`src/hw/tmc_defs.svh`:
```
// register indices, field positions, reset values and codes of the timer/counter
`ifndef TMC_DEFS_SVH
`define TMC_DEFS_SVH

// register indices; byte address is four times the index
`define TMC_IDX_FLAGS     10'h00c
`define TMC_IDX_CLEAR     10'h00d
`define TMC_IDX_CNT_LO    10'h00e
`define TMC_IDX_CNT_HI    10'h00f
`define TMC_IDX_CTRL      10'h010
`define TMC_IDX_CMP_LO    10'h015
`define TMC_IDX_CMP_HI    10'h016
`define TMC_IDX_CMP_MODE  10'h017
`define TMC_IDX_ENABLES   10'h08c

// counter_control fields
`define TMC_CTRL_RUN      0
`define TMC_CTRL_SRC      1
`define TMC_CTRL_SYNC     2
`define TMC_CTRL_OSC      3
`define TMC_CTRL_PS_LO    4
`define TMC_CTRL_PS_HI    5

// flag and enable fields
`define TMC_FLAG_OVF      0
`define TMC_EN_OVF        0

// reset values
`define TMC_CTRL_RST      6'h00
`define TMC_FLAGS_RST     1'h0
`define TMC_EN_RST        1'h0
`define TMC_CNT_RST       16'h0000
`define TMC_CMP_RST       16'h0000
`define TMC_CMP_MODE_RST  4'h0

// codes
`define TMC_CMP_SPECIAL   4'hb
`define TMC_CNT_MAX       16'hffff
`define TMC_RESP_OKAY     2'h0
`define TMC_RESP_SLVERR   2'h2

`endif

```
`src/hw/tmc_pkg.sv`:
```
// types shared by the timer/counter design
package tmc_pkg;
	typedef enum logic [3:0] {
		ST_IDLE    = 4'h1,
		ST_ARM     = 4'h2,
		ST_RUN_INT = 4'h4,
		ST_RUN_EXT = 4'h8
	} tmc_state_t;
endpackage

```
`src/hw/tmc_prescale.sv`:
```
// divide-by-1/2/4/8 prescaler on the count increment
`timescale 1ns/1ps
module tmc_prescale
	import tmc_pkg::*;
(
	// clock and reset
	input  wire logic       aclk,
	input  wire logic       aresetn,
	// control
	input  wire logic       clear,
	input  wire logic [1:0] div_code,
	input  wire logic       inc_in,
	// result
	output logic            tick
);
	logic [2:0] pcnt_reg, pcnt_next;
	logic [2:0] limit;

	always_comb begin
		case (div_code)
			2'h0: limit = 3'h0;
			2'h1: limit = 3'h1;
			2'h2: limit = 3'h3;
			default: limit = 3'h7;
		endcase
		tick = inc_in & (pcnt_reg >= limit);
		pcnt_next = pcnt_reg;
		if (clear) begin
			pcnt_next = 3'h0;
		end else if (tick) begin
			pcnt_next = 3'h0;
		end else if (inc_in) begin
			pcnt_next = pcnt_reg + 3'h1;
		end
	end

	always_ff @(posedge aclk) begin
		if (!aresetn) begin
			pcnt_reg <= 3'h0;
		end else begin
			pcnt_reg <= pcnt_next;
		end
	end
endmodule // tmc_prescale

```
`src/hw/tmc_sync.sv`:
```
// external count input synchroniser and edge finder
`timescale 1ns/1ps
module tmc_sync
	import tmc_pkg::*;
(
	// clock and reset
	input  wire logic aclk,
	input  wire logic aresetn,
	// pin and mode
	input  wire logic pin_in,
	input  wire logic bypass,
	// edges
	output logic      rise,
	output logic      fall
);
	logic s1_reg, s2_reg, s3_reg, prev_reg;
	logic s1_next, s2_next, s3_next, prev_next;
	logic sel;

	always_comb begin
		s1_next = pin_in;
		s2_next = s1_reg;
		s3_next = s2_reg;
		// bypass skips the retiming stage
		sel = bypass ? s2_reg : s3_reg;
		prev_next = sel;
		rise = sel & ~prev_reg;
		fall = ~sel & prev_reg;
	end

	always_ff @(posedge aclk) begin
		if (!aresetn) begin
			s1_reg   <= 1'b0;
			s2_reg   <= 1'b0;
			s3_reg   <= 1'b0;
			prev_reg <= 1'b0;
		end else begin
			s1_reg   <= s1_next;
			s2_reg   <= s2_next;
			s3_reg   <= s3_next;
			prev_reg <= prev_next;
		end
	end
endmodule // tmc_sync

```
`src/hw/tmc_top.sv`:
```
// sixteen-bit timer/counter with AXI4-Lite register slave
// Function
// - count is 16 bits as two read/write bytes, low and high
// - control bit 0 starts counting when set, halts when clear
// - bit 1 picks source: 0 instruction cycle, 1 external rising edges
// - external mode needs a falling edge before rising edges count
// - modes: internal timer, synchronised counter, asynchronous counter
// - bit 3 powers the crystal oscillator amplifier and feedback
// - oscillator enabled takes both pins from GPIO; direction ignored
// - oscillator and external counting keep running in sleep
// - count wraps from ffff to 0000, which is the overflow event
// - overflow latches flag bit 0; interrupt only with enable bit 0
// - compare mode 1011 trigger clears count and starts a conversion
// - trigger clear is dependable only in timer or synchronised mode
// - a count write in the trigger cycle wins over the clear
// - in compare mode 1011 the compare pair acts as period; count restarts at zero on match
//
// Register access over AXI4-Lite is this design's own decision.
`timescale 1ns/1ps
`include "tmc_defs.svh"
module tmc_top
	import tmc_pkg::*;
(
	// clock and reset
	input  wire logic        aclk,
	input  wire logic        aresetn,
	// axi4-lite write address
	input  wire logic [11:0] awaddr,
	input  wire logic [2:0]  awprot,
	input  wire logic        awvalid,
	output logic             awready,
	// axi4-lite write data
	input  wire logic [31:0] wdata,
	input  wire logic [3:0]  wstrb,
	input  wire logic        wvalid,
	output logic             wready,
	// axi4-lite write response
	output logic [1:0]       bresp,
	output logic             bvalid,
	input  wire logic        bready,
	// axi4-lite read address
	input  wire logic [11:0] araddr,
	input  wire logic [2:0]  arprot,
	input  wire logic        arvalid,
	output logic             arready,
	// axi4-lite read data
	output logic [31:0]      rdata,
	output logic [1:0]       rresp,
	output logic             rvalid,
	input  wire logic        rready,
	// count sources and system
	input  wire logic        external_count_clock,
	input  wire logic        crystal_in_pin,
	input  wire logic        cpu_sleep,
	input  wire logic        adc_enable,
	input  wire logic [1:0]  port_direction_bits,
	// outputs
	output logic             irq,
	output logic             adc_start,
	output logic             osc_amp_enable,
	output logic [1:0]       osc_pin_oe
);
	// bus state
	logic        aw_held_reg, aw_held_next;
	logic [9:0]  aw_idx_reg, aw_idx_next;
	logic        w_held_reg, w_held_next;
	logic [7:0]  wbyte_reg, wbyte_next;
	logic        wlane_reg, wlane_next;
	logic        awready_reg, awready_next;
	logic        wready_reg, wready_next;
	logic        bvalid_reg, bvalid_next;
	logic [1:0]  bresp_reg, bresp_next;
	logic        arready_reg, arready_next;
	logic        rvalid_reg, rvalid_next;
	logic [31:0] rdata_reg, rdata_next;
	logic [1:0]  rresp_reg, rresp_next;
	// block state
	tmc_state_t  state_reg, state_next;
	logic [5:0]  ctrl_reg, ctrl_next;
	logic [15:0] cnt_reg, cnt_next;
	logic [15:0] cmp_reg, cmp_next;
	logic [3:0]  cmode_reg, cmode_next;
	logic        ovf_reg, ovf_next;
	logic        en_reg, en_next;
	logic        irq_reg, irq_next;
	logic        adc_reg, adc_next;
	logic        osc_reg, osc_next;
	logic [1:0]  pin_oe_reg, pin_oe_next;
	// decoded strobes
	logic        do_write, wr_hit, wr_ok;
	logic        wr_clr, wr_lo, wr_hi, wr_ctrl, wr_cmp_lo, wr_cmp_hi, wr_cmode, wr_en;
	logic        wr_cnt;
	logic [9:0]  ar_idx;
	logic [31:0] rd_word;
	logic        rd_hit;
	// count path
	logic        ext_raw, ext_rise, ext_fall;
	logic        inc_src, tick, trig, ovf_set, async_mode;

	assign awready = awready_reg;
	assign wready  = wready_reg;
	assign bvalid  = bvalid_reg;
	assign bresp   = bresp_reg;
	assign arready = arready_reg;
	assign rvalid  = rvalid_reg;
	assign rdata   = rdata_reg;
	assign rresp   = rresp_reg;
	assign irq            = irq_reg;
	assign adc_start      = adc_reg;
	assign osc_amp_enable = osc_reg;
	assign osc_pin_oe     = pin_oe_reg;

	// address decode
	always_comb begin
		do_write = aw_held_reg & w_held_reg & ~bvalid_reg;
		wr_hit = (aw_idx_reg == `TMC_IDX_CLEAR) | (aw_idx_reg == `TMC_IDX_CNT_LO)
			| (aw_idx_reg == `TMC_IDX_CNT_HI) | (aw_idx_reg == `TMC_IDX_CTRL)
			| (aw_idx_reg == `TMC_IDX_CMP_LO) | (aw_idx_reg == `TMC_IDX_CMP_HI)
			| (aw_idx_reg == `TMC_IDX_CMP_MODE) | (aw_idx_reg == `TMC_IDX_ENABLES);
		wr_ok     = do_write & wr_hit & wlane_reg;
		wr_clr    = wr_ok & (aw_idx_reg == `TMC_IDX_CLEAR);
		wr_lo     = wr_ok & (aw_idx_reg == `TMC_IDX_CNT_LO);
		wr_hi     = wr_ok & (aw_idx_reg == `TMC_IDX_CNT_HI);
		wr_ctrl   = wr_ok & (aw_idx_reg == `TMC_IDX_CTRL);
		wr_cmp_lo = wr_ok & (aw_idx_reg == `TMC_IDX_CMP_LO);
		wr_cmp_hi = wr_ok & (aw_idx_reg == `TMC_IDX_CMP_HI);
		wr_cmode  = wr_ok & (aw_idx_reg == `TMC_IDX_CMP_MODE);
		wr_en     = wr_ok & (aw_idx_reg == `TMC_IDX_ENABLES);
		wr_cnt    = wr_lo | wr_hi;
		ar_idx  = araddr[11:2];
		rd_word = 32'h0;
		rd_hit  = 1'b1;
		case (ar_idx)
			`TMC_IDX_FLAGS:    rd_word = {31'h0, ovf_reg};
			`TMC_IDX_CLEAR:    rd_word = 32'h0;
			`TMC_IDX_CNT_LO:   rd_word = {24'h0, cnt_reg[7:0]};
			`TMC_IDX_CNT_HI:   rd_word = {24'h0, cnt_reg[15:8]};
			`TMC_IDX_CTRL:     rd_word = {26'h0, ctrl_reg};
			`TMC_IDX_CMP_LO:   rd_word = {24'h0, cmp_reg[7:0]};
			`TMC_IDX_CMP_HI:   rd_word = {24'h0, cmp_reg[15:8]};
			`TMC_IDX_CMP_MODE: rd_word = {28'h0, cmode_reg};
			`TMC_IDX_ENABLES:  rd_word = {31'h0, en_reg};
			default:           rd_hit = 1'b0;
		endcase
	end

	// bus channels
	always_comb begin
		aw_held_next = aw_held_reg;
		aw_idx_next  = aw_idx_reg;
		w_held_next  = w_held_reg;
		wbyte_next   = wbyte_reg;
		wlane_next   = wlane_reg;
		bvalid_next  = bvalid_reg;
		bresp_next   = bresp_reg;
		rvalid_next  = rvalid_reg;
		rdata_next   = rdata_reg;
		rresp_next   = rresp_reg;
		if (awvalid & awready_reg) begin
			aw_held_next = 1'b1;
			aw_idx_next  = awaddr[11:2];
		end
		if (wvalid & wready_reg) begin
			w_held_next = 1'b1;
			wbyte_next  = wdata[7:0];
			wlane_next  = wstrb[0];
		end
		if (do_write) begin
			aw_held_next = 1'b0;
			w_held_next  = 1'b0;
			bvalid_next  = 1'b1;
			bresp_next   = wr_hit ? `TMC_RESP_OKAY : `TMC_RESP_SLVERR;
		end else if (bvalid_reg & bready) begin
			bvalid_next = 1'b0;
		end
		if (arvalid & arready_reg) begin
			rvalid_next = 1'b1;
			rdata_next  = rd_word;
			rresp_next  = rd_hit ? `TMC_RESP_OKAY : `TMC_RESP_SLVERR;
		end else if (rvalid_reg & rready) begin
			rvalid_next = 1'b0;
		end
		awready_next = ~aw_held_next & ~bvalid_next;
		wready_next  = ~w_held_next & ~bvalid_next;
		arready_next = ~rvalid_next;
	end

	always_ff @(posedge aclk) begin
		if (!aresetn) begin
			aw_held_reg <= 1'b0;
			aw_idx_reg  <= 10'h000;
			w_held_reg  <= 1'b0;
			wbyte_reg   <= 8'h00;
			wlane_reg   <= 1'b0;
			awready_reg <= 1'b0;
			wready_reg  <= 1'b0;
			bvalid_reg  <= 1'b0;
			bresp_reg   <= `TMC_RESP_OKAY;
			arready_reg <= 1'b0;
			rvalid_reg  <= 1'b0;
			rdata_reg   <= 32'h0;
			rresp_reg   <= `TMC_RESP_OKAY;
		end else begin
			aw_held_reg <= aw_held_next;
			aw_idx_reg  <= aw_idx_next;
			w_held_reg  <= w_held_next;
			wbyte_reg   <= wbyte_next;
			wlane_reg   <= wlane_next;
			awready_reg <= awready_next;
			wready_reg  <= wready_next;
			bvalid_reg  <= bvalid_next;
			bresp_reg   <= bresp_next;
			arready_reg <= arready_next;
			rvalid_reg  <= rvalid_next;
			rdata_reg   <= rdata_next;
			rresp_reg   <= rresp_next;
		end
	end

	// crystal output replaces the external pin when the oscillator runs
	assign ext_raw = ctrl_reg[`TMC_CTRL_OSC] ? crystal_in_pin : external_count_clock;

	tmc_sync u_sync (
		.aclk    (aclk),
		.aresetn (aresetn),
		.pin_in  (ext_raw),
		.bypass  (ctrl_reg[`TMC_CTRL_SYNC]),
		.rise    (ext_rise),
		.fall    (ext_fall)
	);

	tmc_prescale u_prescale (
		.aclk     (aclk),
		.aresetn  (aresetn),
		.clear    (~ctrl_reg[`TMC_CTRL_RUN] | wr_cnt),
		.div_code (ctrl_reg[`TMC_CTRL_PS_HI:`TMC_CTRL_PS_LO]),
		.inc_in   (inc_src),
		.tick     (tick)
	);

	// counting
	always_comb begin
		state_next = state_reg;
		case (state_reg)
			ST_IDLE: begin
				if (ctrl_reg[`TMC_CTRL_RUN]) begin
					state_next = ctrl_reg[`TMC_CTRL_SRC] ? ST_ARM : ST_RUN_INT;
				end
			end
			ST_ARM: begin
				if (!ctrl_reg[`TMC_CTRL_RUN]) begin
					state_next = ST_IDLE;
				end else if (!ctrl_reg[`TMC_CTRL_SRC]) begin
					state_next = ST_RUN_INT;
				end else if (ext_fall) begin
					state_next = ST_RUN_EXT;
				end
			end
			ST_RUN_INT: begin
				if (!ctrl_reg[`TMC_CTRL_RUN]) begin
					state_next = ST_IDLE;
				end else if (ctrl_reg[`TMC_CTRL_SRC]) begin
					state_next = ST_ARM;
				end
			end
			ST_RUN_EXT: begin
				if (!ctrl_reg[`TMC_CTRL_RUN]) begin
					state_next = ST_IDLE;
				end else if (!ctrl_reg[`TMC_CTRL_SRC]) begin
					state_next = ST_RUN_INT;
				end
			end
			default: state_next = ST_IDLE;
		endcase
		// internal clock ignores the sync bit and stops in sleep
		// run bit gates at once, before the state follows it
		inc_src = ctrl_reg[`TMC_CTRL_RUN]
			& (((state_reg == ST_RUN_INT) & ~cpu_sleep)
			| ((state_reg == ST_RUN_EXT) & ext_rise));
		async_mode = ctrl_reg[`TMC_CTRL_SRC] & ctrl_reg[`TMC_CTRL_SYNC];
		trig = (cmode_reg == `TMC_CMP_SPECIAL) & (cnt_reg == cmp_reg) & tick
			& ~async_mode;
		ovf_set = tick & ~trig & ~wr_cnt & (cnt_reg == `TMC_CNT_MAX);
		cnt_next = cnt_reg;
		if (wr_cnt) begin
			if (wr_lo) begin
				cnt_next[7:0] = wbyte_reg;
			end
			if (wr_hi) begin
				cnt_next[15:8] = wbyte_reg;
			end
		end else if (trig) begin
			cnt_next = 16'h0000;
		end else if (tick) begin
			cnt_next = cnt_reg + 16'h0001;
		end
		ctrl_next  = wr_ctrl ? wbyte_reg[5:0] : ctrl_reg;
		cmp_next   = cmp_reg;
		if (wr_cmp_lo) begin
			cmp_next[7:0] = wbyte_reg;
		end
		if (wr_cmp_hi) begin
			cmp_next[15:8] = wbyte_reg;
		end
		cmode_next = wr_cmode ? wbyte_reg[3:0] : cmode_reg;
		en_next    = wr_en ? wbyte_reg[`TMC_EN_OVF] : en_reg;
		// set wins over a clear in the same cycle
		ovf_next = ovf_set | (ovf_reg & ~(wr_clr & wbyte_reg[`TMC_FLAG_OVF]));
		irq_next = ovf_reg & en_reg;
		adc_next = trig & adc_enable;
		osc_next = ctrl_reg[`TMC_CTRL_OSC];
		pin_oe_next = ctrl_reg[`TMC_CTRL_OSC] ? 2'h0 : ~port_direction_bits;
	end

	always_ff @(posedge aclk) begin
		if (!aresetn) begin
			state_reg  <= ST_IDLE;
			ctrl_reg   <= `TMC_CTRL_RST;
			cnt_reg    <= `TMC_CNT_RST;
			cmp_reg    <= `TMC_CMP_RST;
			cmode_reg  <= `TMC_CMP_MODE_RST;
			ovf_reg    <= `TMC_FLAGS_RST;
			en_reg     <= `TMC_EN_RST;
			irq_reg    <= 1'b0;
			adc_reg    <= 1'b0;
			osc_reg    <= 1'b0;
			pin_oe_reg <= 2'h0;
		end else begin
			state_reg  <= state_next;
			ctrl_reg   <= ctrl_next;
			cnt_reg    <= cnt_next;
			cmp_reg    <= cmp_next;
			cmode_reg  <= cmode_next;
			ovf_reg    <= ovf_next;
			en_reg     <= en_next;
			irq_reg    <= irq_next;
			adc_reg    <= adc_next;
			osc_reg    <= osc_next;
			pin_oe_reg <= pin_oe_next;
		end
	end

	logic adc_start_q;
	assign adc_start_q = adc_reg;

	logic [1:0] osc_pin_oe_q;
	assign osc_pin_oe_q = pin_oe_reg;
endmodule // tmc_top

```
`config.mk`:
```
export PLATFORM = sky130hd
export DESIGN_NAME = tmc_top
export DESIGN_NICKNAME = d
export VERILOG_FILES = /design/src/hw/tmc_pkg.sv /design/src/hw/tmc_prescale.sv /design/src/hw/tmc_sync.sv /design/src/hw/tmc_top.sv
export VERILOG_INCLUDE_DIRS = /design/src /design/src/hw
export SDC_FILE = /design/constraint.sdc
export NUM_CORES = 1
export LEC_CHECK = 0
export BUFFER_PORTS_ARGS = -buffer_cell sky130_fd_sc_hd__clkbuf_2
export CAP_MARGIN = 25
export CORE_MARGIN = 3
export CORE_UTILIZATION = 54
export CTS_CLUSTER_SIZE = 20
export DETAILED_ROUTE_END_ITERATION = 16
export PLACE_DENSITY = 0.8
export SLEW_MARGIN = 20
export SYNTH_ARGS = -nofsm -noshare
export SYNTH_HDL_FRONTEND = slang
export SYNTH_SLANG_ARGS = --single-unit
```
`constraint.sdc`:
```
create_clock -name aclk -period 2.9 [get_ports aclk]
set_input_delay 0.435 -clock aclk [delete_from_list [all_inputs] [get_ports aclk]]
set_output_delay 0.435 -clock aclk [all_outputs]
set_load 0.005 [all_outputs]
```
==> impl_results.md <==
* Syn Inst Count at 623
* Post-CTS Resized at 0
* Fin area at 0.00573 mm²
* Min cycle time layout at 2.44 ns
* CP Launch Point: aw_idx_reg[5]
* Synth top area share at 36.5%
* Cell Area, Synth at 0.00527 mm²
* Postcts setup bufs at 0
* CP Max Fanout at 11
* Skew final at 0.0130 ns
* Yosys top cell by area: dfxtp_1
* CTS tree: done
* Grt total ovfl at 0
* FF-to-FF Start: aw_idx_reg[5]
* Largest cells by area after synthesis: dfxtp_1 (36%), mux2i_1 (5.7%), nand2_1 (5.1%)
* Top FF cell, synth: dfxtp_1
* Nets at 749
* CORE AREA at 0.00937 mm²
* Number of top-level pins at 125
* Post-Route Setup TNS at 0 ns
* Worst R2R Setup Slack at 0.46 ns
* Maximum clock rate at 411 MHz
* Worst R2R End: cnt_reg[14]
* Clk Tree Root Cell: clkbuf_8
* Synth unique cells at 64
* PortBufs at 61
* Placed cell areas at 0.00553 mm²
* Largest net degree at the start of global routing at 80
* Die Wd at 105 µm
* First-pass GRT wire length at 21.3 mm
* Initial Util at 56.2%
* Pleak at 2.34 nW
* Seq cells post-synth at 96
* Worst Setup EP: cnt_reg[14]
* Pins Over Slew Limit at 0
* Core Rows at 35
* Sequential-to-total area share from yosys stat at 36.5%
* # DRC at 0
* Synth-to-layout area growth at 8.69%
* Via density at 5.92
* CP Capture Type: flop
* Max-slew headroom at 35.2%
* # hold bufs at CTS at 0
* CTS Buf Count at 9
* Max Cap Viol at 0
* Final hold viol count at 0
* Post-Route WL at 13.0 mm
* Antenna Nets Post-Route at 0
* Die Ht at 105 µm
* Critical path arrival at 2.66 ns
* Post-synth EDFFs at 0
* Crit path kind: flop to flop
* Layout fillers at 830
* Reg clk slew, reported paths at 0.08 ns
* WL per Instance at 16.3 µm
* Number of global-route vias before repair at 4406
* Tcrit/Tclk final at 84.0%
* WHS at 0.223 ns
* CP startpoint kind: flop
* Slew @ Worst Pin at 0.968 ns
* Post-synth ARST share at 0%
* HPWL after DPL at 9.44 mm
* # diodes at 0
* Status: completed
* Vias after detailed routing at 4721
* Final Util at 61.1%
* Die area at 0.0110 mm²
* Initial antenna violation count at 0
* Reg2reg path depth at 6
* Layout cells sized above 1 at 15.1%
* Power, Total at 0.00261 W
* Syn_area_per_cell at 8.46 µm²
* Global Route Usage Sum at 23.5%
* Worst min-delay path category: primary input to flop
* TritonRoute pass-1 iters at 5
* Htree depth at 3
* Final setup viols at 0
* Gpl congestion at 0.950
* Maximum clock insertion buffer count at 2
* RSZ-0062 raised after global routing: false
* Pwr per Cell Area at 456 mW/mm²
* Clock Latency Late Sink at 0.37 ns
* Num Clock Sinks at 96
* Yosys warning count at 0
* WP data required at 3.12 ns
* First DRT Iteration DRCs at 329
* Maximum VDD drop at 0.322 mV
==> routing by layer <==
layer	track usage (%)	share of wire, %	wire [µm]
met1	30.0	43	5580
met2	38.9	47	6090
met3	5.62	7.9	1030
met4	8.25	2.5	319
met5	0	0	0
==> layout make-up <==
cell class / instances / area (µm²) / share of cell area, %
multi-input combinational: 471 / 3000 / 52.4
inverter: 15 / 56.3 / 0.983
timing repair buffer: 72 / 388 / 6.77
clock inverter: 2 / 38.8 / 0.677
sequential: 96 / 1920 / 33.6
tap: 129 / 161 / 2.82
clock buffer: 13 / 159 / 2.77
==> through the flow <==
stage | worst slack (ns) | instances
final | 0.464 | 798
after global routing | 0.320 | 798
after global placement | 0.517 | 783
after detailed placement | 0.468 | 783
after floorplan | 0.763 | 648
after CTS | 0.461 | 798
==> kinds of logic (layout without fill, tap and decap cells) <==
family | count (synthesis) | in the layout | synth area share, %
AND/OR/NAND/NOR | 264 | 264 | 27.0
flip-flops | 96 | 96 | 36.5
multiplexers | 35 | 35 | 6.77
other | 1 | 26 | 0.0712
XOR/XNOR | 19 | 19 | 3.16
buffers and inverters | 81 | 102 | 8.33
adder cells (fa/ha/maj) | 5 | 5 | 1.19
AO/OA/AOI/OAI | 122 | 122 | 17.0
==> how the worst min path moves through the flow <==
stage	start	to	depth (start not counted)
after floorplan	ctrl_reg[0]	state_reg[0]	1
after global placement	u_sync.s1_reg	u_sync.s2_reg	1
after detailed placement	u_sync.s1_reg	u_sync.s2_reg	1
after CTS	port_direction_bits[0]	osc_pin_oe[0]	2
after global routing	port_direction_bits[1]	osc_pin_oe[1]	2
final	port_direction_bits[1]	osc_pin_oe[1]	2
==> power breakdown <==
| group | total [W] | leakage (nW) | switching [W] | internal (W) |
|---|---|---|---|---|
| clock network | 0.000907 | 0.0997 | 0.000462 | 0.000445 |
| registers | 0.00141 | 0.778 | 0.0000588 | 0.00135 |
| logic | 0.000291 | 1.47 | 0.000156 | 0.000135 |
| total | 0.00261 | 2.34 | 0.000677 | 0.00193 |
==> Yosys cell counts, types with 3 or more instances <==
cell and count:
a21boi_0 22, a21oi_1 9, a221o_1 5, a22o_1 9
a22oi_1 7, a31oi_1 17, a32oi_1 6, and2_1 11
and3_1 11, buf_1 3, buf_4 26, buf_6 5
clkbuf_1 32, dfxtp_1 96, ha_1 5, inv_1 15
mux2_2 5, mux2i_1 30, nand2_1 72, nand2b_1 10
nand3_1 32, nand4_1 10, nand4b_1 6, nor2_1 29
nor2b_1 41, nor3_1 11, nor3b_1 6, nor4_1 6
o21a_1 3, o21ai_0 13, o21ai_1 4, o22ai_1 6
xnor2_1 18
==> worst max-delay path, cell delays in order, from the launching register on <==
cell and delay (ns):
dfxtp_1 0.33, or4_4 0.60, nor4_4 0.62, nand2_1 0.21, o211a_1 0.17, o21ai_0 0.21
o311ai_1 0.16
==> placed cells by master (no fill, tap or decap), drive strengths merged, types with 3 or more instances in the layout <==
| cell type | Yosys | final |
|---|---|---|
| nand2b | 11 | 11 |
| a22oi | 7 | 7 |
| a31oi | 17 | 17 |
| buf | 34 | 11 |
| nor3 | 12 | 12 |
| and2 | 11 | 11 |
| nor3b | 6 | 6 |
| mux2i | 30 | 30 |
| dfxtp | 96 | 96 |
| clkbuf | 32 | 74 |
| nand2 | 72 | 72 |
| o22ai | 6 | 6 |
| ha | 5 | 5 |
| a22o | 9 | 9 |
| and3 | 11 | 11 |
| nand4b | 6 | 6 |
| mux2 | 5 | 5 |
| nor4 | 7 | 7 |
| conb | 1 | 26 |
| o211a | 4 | 4 |
| nand4 | 10 | 10 |
| a221o | 5 | 5 |
| nor2b | 42 | 42 |
| nor2 | 29 | 29 |
| a32oi | 6 | 6 |
| a21oi | 10 | 10 |
| o21a | 3 | 3 |
| xnor2 | 18 | 18 |
| inv | 15 | 15 |
| a21boi | 22 | 22 |
| o21ai | 17 | 17 |
| nand3 | 32 | 32 |
No activity file was read; power rests on OpenSTA's default activity.
